--- src/core/dspcg_pkg.sv ---
// constants and types for the deep-sleep port clock gate
package dspcg_pkg;
	localparam int ADDR_W = 12;
	localparam int DATA_W = 32;
	localparam int PORT_COUNT = 8;
	localparam int SEL_W = 3;
	localparam int STATUS_W = 2;

	localparam logic [ADDR_W-1:0] OFF_SW_RESET_0 = 12'h040;
	localparam logic [ADDR_W-1:0] OFF_DEEP_SLEEP_GATE = 12'h128;
	localparam logic [ADDR_W-1:0] OFF_IRQ_STATUS = 12'h200;
	localparam logic [ADDR_W-1:0] OFF_IRQ_MASK = 12'h204;

	localparam logic [PORT_COUNT-1:0] GATE_RESET = 8'h00;
	localparam logic [DATA_W-1:0] SW_RESET_RESET = 32'h0000_0000;
	localparam logic [STATUS_W-1:0] STATUS_RESET = 2'h0;
	localparam logic [STATUS_W-1:0] MASK_RESET = 2'h0;

	localparam int EVT_PORT_FAULT = 0;
	localparam int EVT_SLEEP_ENTRY = 1;

	localparam logic [1:0] RESP_OKAY = 2'h0;
	localparam logic [1:0] RESP_SLVERR = 2'h2;

	typedef enum logic [0:0] {
		DSPCG_W_IDLE = 1'b0,
		DSPCG_W_RESP = 1'b1
	} dspcg_wstate_t;

	typedef enum logic [0:0] {
		DSPCG_R_IDLE = 1'b0,
		DSPCG_R_DATA = 1'b1
	} dspcg_rstate_t;
endpackage

--- src/core/dspcg_access_check.sv ---
// fault check for accesses to gated ports
`timescale 1ns/1ps
`default_nettype none
module dspcg_access_check (
	// clock and reset
	input wire logic aclk,
	input wire logic aresetn,
	input wire logic clk_en,
	// current per-port clock enables
	input wire logic [dspcg_pkg::PORT_COUNT-1:0] port_enable,
	// port access request
	input wire logic access_valid,
	input wire logic [dspcg_pkg::SEL_W-1:0] access_sel,
	// answers, one-cycle pulses
	output logic access_fault,
	output logic access_done
);
	logic fault_d;
	logic done_d;
	logic fault_q;
	logic done_q;

	always_comb begin
		fault_d = access_valid && !port_enable[access_sel]; // RQ4
		done_d = access_valid && port_enable[access_sel];
	end

	always_ff @(posedge aclk) begin
		if (!aresetn) begin
			fault_q <= 1'b0;
			done_q <= 1'b0;
		end else if (clk_en) begin
			fault_q <= fault_d;
			done_q <= done_d;
		end
	end

	assign access_fault = fault_q;
	assign access_done = done_q;
endmodule
`default_nettype wire

--- src/core/dspcg_top.sv ---
// deep-sleep port clock gate with axi4-lite register slave
// Contract
// RQ1 - Eight writable gating bits, bit 0 for port A up to bit 7 for port H, all zero after reset.
// RQ2 - A port whose gating bit is one gets its clock enable driven high.
// RQ3 - A port whose gating bit is zero has its clock enable held low.
// RQ4 - An access to a port whose clock is off is answered with a fault instead of completion.
// RQ5 - Software keeps bits 31 to 8 of the gating register by read-modify-write and does not rely on them.
// RQ6 - Writes to software reset control 0 at offset 0x040 are masked by device capabilities 1.
// RQ7 - The gating register governs the ports only while the system is in deep sleep.
//
// The AXI4-Lite slave port was chosen for this implementation.
`timescale 1ns/1ps
`default_nettype none
module dspcg_top (
	// clock, reset, enable
	input wire logic aclk,
	input wire logic aresetn,
	input wire logic clk_en,
	// axi4-lite write address
	input wire logic awvalid,
	output logic awready,
	input wire logic [dspcg_pkg::ADDR_W-1:0] awaddr,
	input wire logic [2:0] awprot,
	// axi4-lite write data
	input wire logic wvalid,
	output logic wready,
	input wire logic [dspcg_pkg::DATA_W-1:0] wdata,
	input wire logic [3:0] wstrb,
	// axi4-lite write response
	output logic bvalid,
	input wire logic bready,
	output logic [1:0] bresp,
	// axi4-lite read address
	input wire logic arvalid,
	output logic arready,
	input wire logic [dspcg_pkg::ADDR_W-1:0] araddr,
	input wire logic [2:0] arprot,
	// axi4-lite read data
	output logic rvalid,
	input wire logic rready,
	output logic [dspcg_pkg::DATA_W-1:0] rdata,
	output logic [1:0] rresp,
	// system state and other gating sources
	input wire logic deep_sleep_active,
	input wire logic [dspcg_pkg::PORT_COUNT-1:0] run_port_clock_enable,
	input wire logic [dspcg_pkg::DATA_W-1:0] device_capabilities_1,
	// port access requests
	input wire logic port_access_valid,
	input wire logic [dspcg_pkg::SEL_W-1:0] port_access_sel,
	output logic port_access_fault,
	output logic port_access_done,
	// per-port clock enables
	output logic port_a_clock_enable,
	output logic port_b_clock_enable,
	output logic port_c_clock_enable,
	output logic port_d_clock_enable,
	output logic port_e_clock_enable,
	output logic port_f_clock_enable,
	output logic port_g_clock_enable,
	output logic port_h_clock_enable,
	// software reset outputs and interrupt
	output logic [dspcg_pkg::DATA_W-1:0] software_reset_control_0,
	output logic irq
);
	function automatic logic hit(input logic [dspcg_pkg::ADDR_W-1:0] addr, input logic [dspcg_pkg::ADDR_W-1:0] off);
		hit = (addr[dspcg_pkg::ADDR_W-1:2] == off[dspcg_pkg::ADDR_W-1:2]);
	endfunction

	function automatic logic [dspcg_pkg::DATA_W-1:0] merge(input logic [dspcg_pkg::DATA_W-1:0] old,
			input logic [dspcg_pkg::DATA_W-1:0] val, input logic [3:0] strb);
		logic [dspcg_pkg::DATA_W-1:0] res;
		res = old;
		for (int i = 0; i < 4; i++) begin
			if (strb[i]) begin
				res[i*8 +: 8] = val[i*8 +: 8];
			end
		end
		merge = res;
	endfunction

	// write channel state
	dspcg_pkg::dspcg_wstate_t wstate_q, wstate_d;
	logic aw_held_q, aw_held_d;
	logic w_held_q, w_held_d;
	logic [dspcg_pkg::ADDR_W-1:0] waddr_q, waddr_d;
	logic [dspcg_pkg::DATA_W-1:0] wdata_q, wdata_d;
	logic [3:0] wstrb_q, wstrb_d;
	logic awready_q, awready_d;
	logic wready_q, wready_d;
	logic bvalid_q, bvalid_d;
	logic [1:0] bresp_q, bresp_d;
	// read channel state
	dspcg_pkg::dspcg_rstate_t rstate_q, rstate_d;
	logic arready_q, arready_d;
	logic rvalid_q, rvalid_d;
	logic [dspcg_pkg::DATA_W-1:0] rdata_q, rdata_d;
	logic [1:0] rresp_q, rresp_d;
	// registers
	logic [dspcg_pkg::PORT_COUNT-1:0] gate_q, gate_d;
	logic [dspcg_pkg::DATA_W-1:0] swrst_q, swrst_d;
	logic [dspcg_pkg::STATUS_W-1:0] status_q, status_d;
	logic [dspcg_pkg::STATUS_W-1:0] mask_q, mask_d;
	logic [dspcg_pkg::PORT_COUNT-1:0] port_en_q, port_en_d;
	logic sleep_q, sleep_d;
	logic irq_q, irq_d;
	logic fault_pulse;
	logic do_write;
	logic [dspcg_pkg::DATA_W-1:0] wval;
	logic [dspcg_pkg::STATUS_W-1:0] clr;
	logic [dspcg_pkg::STATUS_W-1:0] set;

	dspcg_access_check u_check (
		.aclk(aclk),
		.aresetn(aresetn),
		.clk_en(clk_en),
		.port_enable(port_en_q),
		.access_valid(port_access_valid),
		.access_sel(port_access_sel),
		.access_fault(fault_pulse),
		.access_done(port_access_done)
	);

	// write path and register updates
	always_comb begin
		wstate_d = wstate_q;
		aw_held_d = aw_held_q;
		w_held_d = w_held_q;
		waddr_d = waddr_q;
		wdata_d = wdata_q;
		wstrb_d = wstrb_q;
		bvalid_d = bvalid_q;
		bresp_d = bresp_q;
		gate_d = gate_q;
		swrst_d = swrst_q;
		mask_d = mask_q;
		clr = '0;
		wval = '0;
		if (awvalid && awready_q) begin
			aw_held_d = 1'b1;
			waddr_d = awaddr;
		end
		if (wvalid && wready_q) begin
			w_held_d = 1'b1;
			wdata_d = wdata;
			wstrb_d = wstrb;
		end
		do_write = (wstate_q == dspcg_pkg::DSPCG_W_IDLE) && aw_held_q && w_held_q;
		unique case (wstate_q)
			dspcg_pkg::DSPCG_W_IDLE: begin
				if (do_write) begin
					aw_held_d = 1'b0;
					w_held_d = 1'b0;
					bvalid_d = 1'b1;
					bresp_d = dspcg_pkg::RESP_OKAY;
					wstate_d = dspcg_pkg::DSPCG_W_RESP;
					if (hit(waddr_q, dspcg_pkg::OFF_DEEP_SLEEP_GATE)) begin
						wval = merge({24'h00_0000, gate_q}, wdata_q, wstrb_q);
						gate_d = wval[dspcg_pkg::PORT_COUNT-1:0]; // RQ1
					end else if (hit(waddr_q, dspcg_pkg::OFF_SW_RESET_0)) begin
						wval = merge(swrst_q, wdata_q, wstrb_q);
						swrst_d = wval & device_capabilities_1; // RQ6
					end else if (hit(waddr_q, dspcg_pkg::OFF_IRQ_STATUS)) begin
						if (wstrb_q[0]) begin
							clr = wdata_q[dspcg_pkg::STATUS_W-1:0];
						end
					end else if (hit(waddr_q, dspcg_pkg::OFF_IRQ_MASK)) begin
						if (wstrb_q[0]) begin
							mask_d = wdata_q[dspcg_pkg::STATUS_W-1:0];
						end
					end else begin
						bresp_d = dspcg_pkg::RESP_SLVERR;
					end
				end
			end
			dspcg_pkg::DSPCG_W_RESP: begin
				if (bready) begin
					bvalid_d = 1'b0;
					wstate_d = dspcg_pkg::DSPCG_W_IDLE;
				end
			end
		endcase
		awready_d = !aw_held_d && (wstate_d == dspcg_pkg::DSPCG_W_IDLE);
		wready_d = !w_held_d && (wstate_d == dspcg_pkg::DSPCG_W_IDLE);
	end

	// read path
	always_comb begin
		rstate_d = rstate_q;
		rvalid_d = rvalid_q;
		rdata_d = rdata_q;
		rresp_d = rresp_q;
		unique case (rstate_q)
			dspcg_pkg::DSPCG_R_IDLE: begin
				if (arvalid && arready_q) begin
					rvalid_d = 1'b1;
					rresp_d = dspcg_pkg::RESP_OKAY;
					rstate_d = dspcg_pkg::DSPCG_R_DATA;
					rdata_d = '0;
					if (hit(araddr, dspcg_pkg::OFF_DEEP_SLEEP_GATE)) begin
						rdata_d = {24'h00_0000, gate_q};
					end else if (hit(araddr, dspcg_pkg::OFF_SW_RESET_0)) begin
						rdata_d = swrst_q;
					end else if (hit(araddr, dspcg_pkg::OFF_IRQ_STATUS)) begin
						rdata_d = {30'h0000_0000, status_q};
					end else if (hit(araddr, dspcg_pkg::OFF_IRQ_MASK)) begin
						rdata_d = {30'h0000_0000, mask_q};
					end else begin
						rresp_d = dspcg_pkg::RESP_SLVERR;
					end
				end
			end
			dspcg_pkg::DSPCG_R_DATA: begin
				if (rready) begin
					rvalid_d = 1'b0;
					rstate_d = dspcg_pkg::DSPCG_R_IDLE;
				end
			end
		endcase
		arready_d = (rstate_d == dspcg_pkg::DSPCG_R_IDLE);
	end

	// gating, events and interrupt
	always_comb begin
		sleep_d = deep_sleep_active;
		// outside deep sleep the run-mode source owns the enables
		port_en_d = deep_sleep_active ? gate_q : run_port_clock_enable; // RQ7 RQ2 RQ3
		set = '0;
		set[dspcg_pkg::EVT_PORT_FAULT] = fault_pulse;
		set[dspcg_pkg::EVT_SLEEP_ENTRY] = deep_sleep_active && !sleep_q;
		// a new event beats a same-cycle clear
		status_d = (status_q & ~clr) | set;
		irq_d = |(status_d & mask_d);
	end

	always_ff @(posedge aclk) begin
		if (!aresetn) begin
			wstate_q <= dspcg_pkg::DSPCG_W_IDLE;
			aw_held_q <= 1'b0;
			w_held_q <= 1'b0;
			waddr_q <= '0;
			wdata_q <= '0;
			wstrb_q <= 4'h0;
			awready_q <= 1'b0;
			wready_q <= 1'b0;
			bvalid_q <= 1'b0;
			bresp_q <= dspcg_pkg::RESP_OKAY;
			rstate_q <= dspcg_pkg::DSPCG_R_IDLE;
			arready_q <= 1'b0;
			rvalid_q <= 1'b0;
			rdata_q <= '0;
			rresp_q <= dspcg_pkg::RESP_OKAY;
			gate_q <= dspcg_pkg::GATE_RESET; // RQ1
			swrst_q <= dspcg_pkg::SW_RESET_RESET;
			status_q <= dspcg_pkg::STATUS_RESET;
			mask_q <= dspcg_pkg::MASK_RESET;
			port_en_q <= dspcg_pkg::GATE_RESET;
			sleep_q <= 1'b0;
			irq_q <= 1'b0;
		end else if (clk_en) begin
			wstate_q <= wstate_d;
			aw_held_q <= aw_held_d;
			w_held_q <= w_held_d;
			waddr_q <= waddr_d;
			wdata_q <= wdata_d;
			wstrb_q <= wstrb_d;
			awready_q <= awready_d;
			wready_q <= wready_d;
			bvalid_q <= bvalid_d;
			bresp_q <= bresp_d;
			rstate_q <= rstate_d;
			arready_q <= arready_d;
			rvalid_q <= rvalid_d;
			rdata_q <= rdata_d;
			rresp_q <= rresp_d;
			gate_q <= gate_d;
			swrst_q <= swrst_d;
			status_q <= status_d;
			mask_q <= mask_d;
			port_en_q <= port_en_d;
			sleep_q <= sleep_d;
			irq_q <= irq_d;
		end
	end

	assign awready = awready_q;
	assign wready = wready_q;
	assign bvalid = bvalid_q;
	assign bresp = bresp_q;
	assign arready = arready_q;
	assign rvalid = rvalid_q;
	assign rdata = rdata_q;
	assign rresp = rresp_q;
	assign port_access_fault = fault_pulse; // RQ4
	assign port_a_clock_enable = port_en_q[0];
	assign port_b_clock_enable = port_en_q[1];
	assign port_c_clock_enable = port_en_q[2];
	assign port_d_clock_enable = port_en_q[3];
	assign port_e_clock_enable = port_en_q[4];
	assign port_f_clock_enable = port_en_q[5];
	assign port_g_clock_enable = port_en_q[6];
	assign port_h_clock_enable = port_en_q[7];
	assign software_reset_control_0 = swrst_q;
	assign irq = irq_q;
endmodule
`default_nettype wire

--- config.mk ---
export PLATFORM = sky130hd
export DESIGN_NAME = dspcg_top
export DESIGN_NICKNAME = d
export VERILOG_FILES = /design/src/core/dspcg_pkg.sv /design/src/core/dspcg_access_check.sv /design/src/core/dspcg_top.sv
export SDC_FILE = /design/constraint.sdc
export NUM_CORES = 1
export LEC_CHECK = 0
export BUFFER_PORTS_ARGS = -buffer_cell sky130_fd_sc_hd__buf_4
export CORE_MARGIN = 2
export CORE_UTILIZATION = 44
export DETAILED_ROUTE_END_ITERATION = 10
export HOLD_SLACK_MARGIN = 0.08
export PLACE_DENSITY = 0.71
export SKIP_LAST_GASP = 1
export SLEW_MARGIN = 20
export SYNTH_ARGS = -nofsm -noshare
export SYNTH_HDL_FRONTEND = slang
export SYNTH_SLANG_ARGS = --single-unit
export TNS_END_PERCENT = 5
--- constraint.sdc ---
create_clock -name aclk -period 2 [get_ports aclk]
set_input_delay 0.3 -clock aclk [delete_from_list [all_inputs] [get_ports aclk]]
set_output_delay 0.3 -clock aclk [all_outputs]
set_load 0.01 [all_outputs]
---- After elaboration in Yosys (flattened, before gate mapping) ----
Cells that the tools add are included.
storage, ports and cells
  bits in registers ....................... 149
  output and inout port bits .............. 84
  logic and storage cells ................. 136
operators by class
  $lt $le $gt $ge ......................... 1
  equal/unequal tests ..................... 12
  mux-type cells .......................... 66
  bitwise gates (word level) .............. 10
  reduce and logical (&&, ||, !) cells .... 23
operator list
  cell                 count
  $mux 8               21
  $mux 32              2
  $mux 2               23
  $eq 10x8->1 const B  4
  $and 32x32->32       1
  $eq 10x5->1 const B  2
  $eq 10x7->1 const B  2
  $mux 1               15
  $reduce_and 3->1     4
  $logic_and 1x1->1    10
  $reduce_and 5->1     2
  $ne 2x2->1 const B   4
  $pmux 1 s2           4
  $not 1->1            5
  $and 2x2->2          2
  $logic_not 1->1      4
  $lt 3x4->1 const B   1
  $reduce_and 2->1     2
  $bmux 1 s3           1
  $not 2->2            1
  $or 2x2->2           1
  $reduce_or 2->1      1

---- Depth between registers and ports, before layout ----
Gate-level depths: netlist of run 1.
  depth in word-level cells ............... 11
  mapped depth ............................ 7
  gate-level depth less buffers ........... 4

---- By module ----
A second synthesis of run 1 with hierarchy kept.
unflattened totals
  cell total of the unflattened synthesis .. 706
  area, all modules ....................... 6259.8 um2
by module, submodules not included
  module              instances  cells each  area each (um2)  seq. area each (um2)
  dspcg_top           1          687         6105.9           2862.7
  dspcg_access_check  1          19          153.9            40.0

---- Worst setup path before layout of run 1 ----
OpenSTA, ideal clock, no wires.
  kind .................................... in2reg
  start point ............................. input araddr[3] (netlist bit)
  end point ............................... register rdata_q (netlist bit rdata[28])
  library setup time ...................... 0.065 ns
  arrival ................................. 1.516 ns
  slack ................................... 0.419 ns
  stages on the path ...................... 5
  path buffers ............................ 1
  path through ............................ or3_2 -> nor4_4 -> buf_6 -> a22oi_1 -> nor2b_1
between the ends
  longest elaborated chain between the ends .. 3
  elaborated cells between the ends (all ways) .. 4
RTL lines
  item                  line              text
  start, declared       dspcg_top.sv:36   input wire logic [dspcg_pkg::ADDR_W-1:0] araddr,
  $eq 10x5->1           dspcg_top.sv:66   hit = (addr[dspcg_pkg::ADDR_W-1:2] == off[dspcg_pkg::ADDR_W-1:2]);
  $mux 32               dspcg_top.sv:201  end else if (hit(araddr, dspcg_pkg::OFF_SW_RESET_0)) begin
  $mux 32 (*)           dspcg_top.sv:199  if (hit(araddr, dspcg_pkg::OFF_DEEP_SLEEP_GATE)) begin
  end signal, assigned  dspcg_top.sv:273  rdata_q <= rdata_d;
  end, declared         dspcg_top.sv:96   logic [dspcg_pkg::DATA_W-1:0] rdata_q, rdata_d;
Every way passes the cells marked *; elsewhere a longest branch is shown, timed or not.
A chain may end at the register's enable or synchronous reset.

---- Worst setup path after layout of run 1 ----
  start point ............................. register waddr_q[9] (netlist bit)
  end point ............................... register swrst_q (netlist bit software_reset_control_0[15])
between the ends
  longest elaborated chain between the ends .. 3
  elaborated cells between the ends (all ways) .. 4
RTL lines
  item                                   line              text
  start, declared                        dspcg_top.sv:85   logic [dspcg_pkg::ADDR_W-1:0] waddr_q, waddr_d;
  start signal, assigned                 dspcg_top.sv:263  waddr_q <= waddr_d;
  $eq 10x7->1                            dspcg_top.sv:66
  $not 1->1 (no source line)             --
  $reduce_and 5->1 (no source line) (*)  --
  end signal, assigned                   dspcg_top.sv:253  swrst_q <= dspcg_pkg::SW_RESET_RESET;
  end signal, assigned                   dspcg_top.sv:276  swrst_q <= swrst_d;
  end, declared                          dspcg_top.sv:100  logic [dspcg_pkg::DATA_W-1:0] swrst_q, swrst_d;
Marks and branches as above.

==> results.md, run 1 <==
* Clk root buf: clkbuf_16
* Sw frac at between 20 and 25%
* Pre-CTS WS at 0.0977 ns
* Clock-pin slew on the worst setup and hold paths at 0.06 ns
* Final #Nets at 998
* Pwr dens at 802 nW/um2
* Gr ovfl total at 0
* RSZ-0062 raised after global routing: false
* Combinational family with the most area after synthesis: compound AO/OA/AOI/OAI gates
* Core area at between 10000 and 15000 um2
* TritonCTS clock tree: yes
* CTS Buf Count at 17
* Vias per cell at 5.46
* I/O Pins at 203
* Synth Area in Simple Gates at between 20% and 30%
* Die height at around 120 um
* Maximum clock frequency at 560 MHz
* Finish-stage setup viols at 0
* Most common cell after layout, fill and taps aside: buf_4
* Wire length per cell at between 15 and 20 um
* Critical path endpoint category: register
* Fin Clk Skew at roughly 0.0050 ns
* Vias in the first global route at around 5.5k
* Psw at about 1.5 mW
* Cts repair resizes at 0
* Routed via count at 5854
* Share of layout cells above drive strength 1 at approximately 28%
* R2R depth at 4
* Combinational Power Share at just under 8%
* Post-layout min period at 1.78 ns
* Ant. Diodes at 0
* Adder-Cell Fraction of Synth Area at 0%
* DP Wirelength at about 13 mm
* Synth Area in Compound Gates at approximately 23%
* Clk buf depth at 2
* Yosys warnings at 0
* Sequential share of power at 45.0%
* Asr flop ratio synth at 0%
* Antenna Nets Post-Route at 0
* Max-Cap Viols at 0
* Cell Rows at 43
* Synthesis-to-layout area growth at 35.6%
* Detailed Route WL at between 15 and 20 mm
* Initial antenna violation count at 0
* Die area at 14900 um2
* Distinct cells, synth at 52
* I/O Buffers at between 150 and 200
* Top FF cell, synth: dfxtp_1
* Final hold vios at 0
* Internal at 5.11 mW
* Worst Path Arrival at ~2.1 ns
* Hold-fix buffers, CTS at 0
* Status: finished clean
* Synthesized area per cell at 8.72 um2
* Largest net degree at the start of global routing at 59
* HP Class: input port to register
* Final slew viol count at 0
* TNS Setup at 0 ns
* Final WS setup at 0.216 ns
* First DRT Iteration DRCs at roughly 510
* Post-synthesis mux area share at 3.02%
* Width of the die at 122 um
* Post-CTS Setup Bufs at 0
* Worst skew pair latency at around 0.42 ns
* Hold Crit Depth at 3
* Post-Layout Cell Count at 1072
* CTS H-tree lvls at 4
* GP Congestion at about 0.86
* Maximum VDD drop at ~0.00048 V
* Tcrit/Tclk final at 89.2%
* Clock network fraction of total power at between 40 and 50%
* Clock sinks at approximately 150
* Post-synth EDFFs at 0
* Largest fanout on the critical path at 8
* Drt drc at 0
* Critical path class: register to register
* Syn Inst Count at between 700 and 800
* Register area share after synthesis at 47.4%
* Highest-count cells in the layout ignoring fill and taps: buf_4 (201), nand2_1 (146), dfxtp_1 (145), a21boi_0 (59), nand3_1 (52)
* Placed insts at 1040
* TritonRoute pass-1 iters at 5
* Gr usage total at between 20% and 30%
* CP required at between 2 and 2.5 ns
* #FFs+latches synth at 145
* Initial Utilization at between 40 and 50%
* Post-synthesis xor/xnor area fraction at 0%
* Critical path startpoint category: register
* Synth Cell Area at roughly 6100 um2
* Lkg Pwr at roughly 3.3 nW
* First-pass GRT wire length at ~27 mm
## per-stage QoR
step                area (um2)  utilization [%]  total power [mW]  hold slack, ns
CTS                       8290             60.5              6.71           0.119
floorplan                 6130                -              3.28           0.444
detailed placement        7700             56.1              3.57           0.457
finish                    8300             60.5              6.65           0.135
global placement          7700             56.1              3.55           0.451
global route              8300             60.5              6.90           0.135
## power by group through the flow
stage          sequential, mW  combinational (mW)  clock [mW]
2_1_floorplan            3.05               0.229           0
3_3_place_gp             3.05               0.503           0
3_5_place_dp             3.05               0.515           0
4_1_cts                  2.99               0.517        3.20
5_1_grt                  3.00               0.565        3.34
6_report                 2.99               0.515        3.15
## area by class of cell
type,instances,area [um2]
Sequential cell,145,2900
Timing Repair Buffer,205,1590
Clock buffer,18,439
Tap cell,180,225
Clock inverter,14,156
Inverter,7,26.3
Fill cell,1220,5420
Multi-Input combinational cell,503,2960
## state kept, by name (all words and copies together), names as in the netlist, 2 cells and up
signal	count
rdata	32
software_reset_control_0	32
wdata_q	32
waddr_q	10
gate_q	8
port_en_q	8
wstrb_q	4
mask_q	2
status_q	2
## path summary, 6_finish.rpt
path,from,end,slack (ns)
min reg2reg,rresp[1]$_SDFFE_PN0P_,rresp[1]$_SDFFE_PN0P_,0.46
max reg2reg,waddr_q[9]$_SDFFE_PN0P_,software_reset_control_0[15]$_SDFFE_PN0P_,0.22
min,wdata[12],wdata_q[12]$_SDFFE_PN0P_,0.13
max,waddr_q[9]$_SDFFE_PN0P_,software_reset_control_0[15]$_SDFFE_PN0P_,0.22
## metal layers
metal	vias up	track usage, %	share of wire (%)
met5	-	0	0
met4	0	8.33	2.0
met3	26	5.48	7.5
met2	207	38.3	47
met1	2760	30.2	44
li1	2861	-	-
## synth_stat cells, types with 2 or more instances
cell type,number,area [um2]
nand4_1,4,25.0
mux2i_1,14,140
o2bb2ai_1,2,17.5
nand2_1,146,548
o22ai_1,32,200
buf_4,4,30.0
o211a_1,9,90.1
nor2_1,16,60.1
o21a_1,2,15.0
nand2b_1,4,25.0
nor3_2,2,20.0
dfxtp_1,145,2900
or3_2,2,15.0
a21oi_1,37,185
clkbuf_8,3,41.3
a211oi_1,2,15.0
mux4_2,2,45.0
o21ai_0,23,115
and3_1,4,25.0
buf_1,4,15.0
clkbuf_1,34,128
a21boi_0,59,443
a22oi_1,26,195
inv_1,7,26.3
buf_6,2,22.5
nor4b_1,3,26.3
nor2b_1,30,188
a221oi_1,6,52.6
nand3_1,53,265
and4b_1,3,30.0
## logic make-up (layout without fill, tap and decap cells)
kind of cell,count (synthesis),in the layout
buffers and inverters,55,244
AO/OA/AOI/OAI,206,206
flip-flops,145,145
AND/OR/NAND/NOR,279,279
multiplexers,16,16
other,1,2
## worst max-delay path: stages (launching register included)
cell	delay [ns]
dfxtp_1	0.32
nor4_2	0.43
and3_1	0.37
nand3_1	0.33
o22ai_1	0.26
(Power assumes the default switching activity.)
==> run 2: changes to the inputs <==
CELL_PAD_IN_SITES_DETAIL_PLACEMENT = 0   (was not set)
CELL_PAD_IN_SITES_GLOBAL_PLACEMENT = 1   (was not set)
CORE_UTILIZATION = 37   (was 44)
PLACE_DENSITY = 0.8   (was 0.71)
RECOVER_POWER = 100   (was not set)
==> results.md, run 2 (synthesis gave the netlist of run 1 again) <==
* Status: finished clean
* CP required at 2.30 ns (-0.04 ns)
* Largest net degree at the start of global routing at 85 (+44%)
* Antenna Nets Post-Route at 0 (unchanged)
* CTS H-tree lvls at 4 (unchanged)
* Routed via count at 5619 (-4.0%)
* Most common cell after layout, fill and taps aside: nand2_1
* Critical-path top delay cell: clkbuf_2
* First-pass GRT wire length at 27.9 mm (+2.7%)
* Clock-pin slew on the worst setup and hold paths at 0.06 ns (about the same)
* RSZ-0062 raised after global routing: false
* Clk root buf: clkbuf_16
* Detailed Route WL at 18.0 mm (+4.6%)
* Gr ovfl total at 0 (unchanged)
* GP Congestion at 0.799 (-6.8%)
* Die height at 133 um (+8.8%)
* Largest fanout on the critical path at 33 (+25)
* I/O Pins at 203 (unchanged)
* Die area at 17600 um2 (+18%)
* Core area at 16300 um2 (+19%)
* Tcrit/Tclk final at 89.6% (+0.40 points)
* Drt drc at 0 (unchanged)
* Pre-CTS WS at 0.173 ns (+0.0751 ns)
* Post-layout min period at 1.79 ns (+0.00795 ns)
* TNS Setup at 0 ns (unchanged)
* Max-Cap Viols at 0 (unchanged)
* Placed insts at 1082 (+4.0%)
* Final slew viol count at 0 (unchanged)
* Largest stage delay on the critical path at 0.51 ns (+0.08 ns)
* Vias in the first global route at 5141 (-6.9%)
* Final #Nets at 1000 (+0.20%)
* Hold-fix buffers, CTS at 0 (unchanged)
* Worst Path Arrival at 2.09 ns (-0.03 ns)
* Crit-path leading delay family: buffers and inverters
* CTS Buf Count at 17 (unchanged)
* First DRT Iteration DRCs at 368 (-27%)
* Critical path startpoint category: register
* Cell Chain, Critical Path: nand4b_1 > clkbuf_2 > a221oi_1 > nor2_1
* Worst skew pair latency at 0.42 ns (about the same)
* CP bufs+invs at 1 (+1)
* Synthesis-to-layout area growth at 31.6%
* Critical path class: register to register
* Clk buf depth at 2 (unchanged)
* Maximum VDD drop at 0.000537 V (+11%)
* Share of layout cells above drive strength 1 at 18.6% (-9.7 points)
* Finish-stage setup viols at 0 (unchanged)
* Maximum clock frequency at 558 MHz (-0.44%)
* Gr usage total at 20.0% (-3.4 points)
* Post-CTS Setup Bufs at 0 (unchanged)
* Final hold vios at 0 (unchanged)
* Ant. Diodes at 0 (unchanged)
* Critical path endpoint category: register
* Final design utilization at 49.3% (-11 points)
* HP Class: input port to register
* I/O Buffers at 190 (unchanged)
* Rel. slew slack at between 30 and 40%
* TritonCTS clock tree: yes
* Cell Rows at 47 (+9.3%)
* Post-Layout Cell Count at 1114 (+3.9%)
* Highest-count cells in the layout ignoring fill and taps: nand2_1 (146), dfxtp_1 (145), buf_4 (115), clkbuf_1 (86), a21boi_0 (59)
* Clock sinks at 145 (unchanged)
* Fin Clk Skew at 0.00709 ns (+0.00211 ns)
* Fillers at 1707 (+40%)
* Final WS setup at 0.208 ns (-0.00795 ns)
* Hold_ws at 0.138 ns (+0.00298 ns)
* Tightest Pin Transition at between 0.9 and 1 ns
* Vias per cell at 5.04 (-7.6%)
* Pwr dens at 850 nW/um2 (+6.0%)
* Initial Utilization at 37.4% (-7.2 points)
* Cts repair resizes at 0 (unchanged)
* Reg2reg setup slack at 0.21 ns (about the same)
* Initial antenna violation count at 0 (unchanged)
* Wire length per cell at 16.2 um (+0.65%)
* Lkg Pwr at 2.99 nW (-10%)
* Width of the die at 133 um (+8.8%)
* TritonRoute pass-1 iters at 4 (-1)
* DP Wirelength at 12.8 mm (+1.5%)
[run 2: cell types whose count changed in the layout (fill, tap and decap cells not counted), moves of 2 or more]
cell,delta
buf_4,-86
clkbuf_1,+86
clkbuf_2,+3
inv_6,-3
bufinv_16,+2
clkinv_4,-2
[run 2: power by group]
part | switching (mW) | leakage (nW) | total, mW | internal [mW]
Sequential | 0.0455 | 1.17 | 2.99 | 2.95
Combinational | 0.236 | 1.51 | 0.490 | 0.254
Clock | 1.25 | 0.303 | 3.37 | 2.12
Total | 1.53 | 2.99 | 6.85 | 5.32
[run 2: final timing paths]
kind                            depth (start not counted)                        to                   from
worst max-delay path                                    4     rdata[7]$_SDFFE_PN0P_  rstate_q$_SDFFE_PN0P_
worst min-delay path                                    3  wdata_q[15]$_SDFFE_PN0P_              wdata[15]
worst max register to register                          4     rdata[7]$_SDFFE_PN0P_  rstate_q$_SDFFE_PN0P_
worst min register to register                          2     rresp[1]$_SDFFE_PN0P_  rresp[1]$_SDFFE_PN0P_
[run 2: layout make-up]
cell class / instances / area, um2 / area share, %
clock buffer: 19 / 443 / 5.50
clock inverter: 13 / 185 / 2.30
inverter: 7 / 26.3 / 0.326
multi-input combinational: 503 / 2960 / 36.7
sequential: 145 / 2900 / 36.0
tap: 220 / 275 / 3.42
timing repair buffer: 207 / 1260 / 15.7
[run 2: stage by stage]
stage	power (mW)	instance area (um2)
floorplan	3.28	6130
global placement	3.57	7760
detailed placement	3.57	7760
CTS	6.94	8390
global route	7.09	8060
finish	6.85	8060
[run 2: tightest hold or removal path, delay by kind of cell]
| kind | cells | cell delay (ns) |
|---|---|---|
| compound gates | 1 | 0.06 |
| simple gates | 1 | 0.04 |
| buf+inv | 1 | 0.11 |
[run 2: per-layer routing]
metal	global-route usage (%)	part of all wire [%]	vias to the layer above
met1	28.7	49	2602
met2	29.7	45	136
met3	4.37	4.8	22
met4	6.75	1.7	0
li1	-	-	2859
met5	0	0	-
==> run 3: changes to the inputs <==
GPL_ROUTABILITY_DRIVEN = 1   (was not set)
clock period = 1.8 ns   (was 2 ns; I/O delays follow)
==> results.md, run 3 (synthesis gave the netlist of run 1 again) <==
* GP Congestion at 0.789 (-1.3%)
* Clock sinks at 145 (unchanged)
* Worst R2R End: software_reset_control_0[31]$_SDFFE_PN0P_
* I/O Buffers at 190 (unchanged)
* Combinational Power Share at 7.0% (-0.2 points)
* Post-layout instance area at 8120 um2 (+0.81%)
* Hold_sp: wdata[21]
* Final #Nets at 1004 (+0.40%)
* Share of layout cells above drive strength 1 at 18.8% (+0.25 points)
* Psw at 1.70 mW (+11%)
* DP Wirelength at 13.0 mm (+1.8%)
* Final slew viol count at 0 (unchanged)
* First-pass GRT wire length at 28.0 mm (+0.37%)
* Vias in the first global route at 5218 (+1.5%)
* Largest fanout on the critical path at 8 (-76%)
* Core area at 16300 um2 (unchanged)
* Sequential share of power at 42.3% (-1.4 points)
* Die height at 133 um (unchanged)
* Antenna Nets Post-Route at 0 (unchanged)
* I/O Pins at 203 (unchanged)
* Initial Utilization at 37.4% (unchanged)
* Rel. slew slack at 44.2% (+5.7 points)
* Gr ovfl total at 0 (unchanged)
* Post-layout min period at 1.72 ns (-0.0733 ns)
* Width of the die at 133 um (unchanged)
* Fin Clk Skew at 0.00531 ns (-0.00178 ns)
* CP required at 2.15 ns (-0.15 ns)
* Drt drc at 0 (unchanged)
* Status: finished clean
* Tcrit/Tclk final at 95.5% (+5.9 points)
* Pwr dens at 967 nW/um2 (+14%)
* Finish-stage setup viols at 0 (unchanged)
* Initial antenna violation count at 0 (unchanged)
* HP Class: input port to register
* Sw frac at 21.6% (-0.71 points)
* Highest-count cells in the layout ignoring fill and taps: nand2_1 (146), dfxtp_1 (145), buf_4 (120), clkbuf_1 (87), a21boi_0 (59)
* Fillers at 1712 (+0.29%)
* Hold Crit Depth at 3 (unchanged)
* Worst skew pair latency at 0.42 ns (about the same)
* Placed cell area at 7810 um2 (+0.55%)
* Largest net degree at the start of global routing at 70 (-18%)
* Total Power Consumption at 7.85 mW (+15%)
* Maximum clock frequency at 582 MHz (+4.3%)
* Clk buf depth at 2 (unchanged)
* First DRT Iteration DRCs at 387 (+5.2%)
* RR Startpoint: waddr_q[9]$_SDFFE_PN0P_
* Die area at 17600 um2 (unchanged)
* Worst Path Arrival at 2.06 ns (-0.03 ns)
* Internal at 6.16 mW (+16%)
* Clock-pin slew on the worst setup and hold paths at 0.06 ns (about the same)
* Register Area at 2900 um2 (unchanged)
* Critical path startpoint category: register
* Most common cell after layout, fill and taps aside: nand2_1
* CTS H-tree lvls at 4 (unchanged)
* Final hold vios at 0 (unchanged)
* Max-Cap Viols at 0 (unchanged)
* Clk root buf: clkbuf_16
* Critical path class: register to register
* Gr usage total at 20.3% (+0.25 points)
* Critical path endpoint category: register
* Ant. Diodes at 0 (unchanged)
* TNS Setup at 0 ns (unchanged)
* TritonRoute pass-1 iters at 5 (+1)
* Detailed Route WL at 18.2 mm (+1.1%)
* Vias per cell at 5.04 (-0.16%)
* Clock network fraction of total power at 50.7% (+1.5 points)
* Lkg Pwr at 3.02 nW (+0.97%)
* Tightest Pin Transition at 0.837 ns (-0.0856 ns)
* Hold Path Sink: wdata_q[21]$_SDFFE_PN0P_
* Wire length per cell at 16.3 um (+0.78%)
* Reg2reg setup slack at 0.08 ns (-0.13 ns)
* Maximum VDD drop at 0.000637 V (+18%)
* TritonCTS clock tree: yes
* Footprint of the multi-input gates at 2940 um2 (-0.59%)
* R2R depth at 4 (unchanged)
* Routed via count at 5630 (+0.20%)
* RSZ-0062 raised after global routing: true
* Synthesis-to-layout area growth at 32.6%
* Cell Rows at 47 (unchanged)
* CTS Buf Count at 17 (unchanged)
==> run 3: critical path, cell delays in order (launching register included) <==
cell and delay (ns):
dfxtp_1 0.33, nor4_2 0.32, and3_1 0.36, nand3_1 0.37, o22ai_1 0.26
==> run 3: final cells by class <==
class	instances	share of cell area [%]
Timing Repair Buffer	211	16.1
Clock inverter	14	2.93
Multi-Input combinational cell	503	36.2
Inverter	7	0.324
Clock buffer	18	5.29
Sequential cell	145	35.7
Tap cell	220	3.39
==> run 3: worst max path at each step <==
| stage | start | endpoint | slack, ns | cells after the start |
|---|---|---|---|---|
| 3_5_place_dp | araddr[3] | rdata[16]$_SDFFE_PN0P_ | 0.07 | 6 |
| 3_3_place_gp | araddr[3] | rdata[15]$_SDFFE_PN0P_ | 0.1 | 6 |
| 5_1_grt | waddr_q[10]$_SDFFE_PN0P_ | software_reset_control_0[6]$_SDFFE_PN0P_ | -0.07 | 4 |
| 6_report | waddr_q[9]$_SDFFE_PN0P_ | software_reset_control_0[31]$_SDFFE_PN0P_ | 0.08 | 4 |
| 4_1_cts | aw_held_q$_SDFFE_PN0P_ | software_reset_control_0[31]$_SDFFE_PN0P_ | 0.05 | 4 |
| 2_1_floorplan | araddr[3] | rdata[28]$_SDFFE_PN0P_ | 0.25 | 5 |
==> run 3: metal layers <==
| metal | global-route usage [%] | up-vias | part of all wire, % |
|---|---|---|---|
| met5 | 0 | - | 0 |
| met3 | 5.25 | 17 | 5.6 |
| met1 | 27.7 | 2594 | 48 |
| met2 | 31.3 | 142 | 45 |
| li1 | - | 2877 | - |
| met4 | 6.51 | 0 | 1.3 |
==> run 3: power by group through the flow <==
stage	Combinational (mW)	Clock (mW)	Sequential, mW
global route	0.606	4.18	3.33
global placement	0.579	0	3.39
detailed placement	0.582	0	3.39
finish	0.551	3.98	3.32
CTS	0.584	4.06	3.32
floorplan	0.255	0	3.39
==> run 3: what timing repair did <==
| action | CTS | global route |
|---|---|---|
| resized for setup | 0 | 1 |
| endpoints found under the setup margin | 0 | 26 |
| hold buffers | 0 | 0 |
| setup buffers | 0 | 0 |
==> run 3: through the flow <==
| stage | hold slack, ns | instances | worst slack [ns] | util (%) |
|---|---|---|---|---|
| after floorplan | 0.415 | 703 | 0.249 | - |
| after global placement | 0.451 | 1086 | 0.0982 | 47.7 |
| after detailed placement | 0.457 | 1086 | 0.0668 | 47.7 |
| after CTS | 0.0807 | 1118 | 0.0487 | 51.8 |
| after global routing | 0.0858 | 1118 | -0.0683 | 49.7 |
| final | 0.0990 | 1118 | 0.0811 | 49.7 |
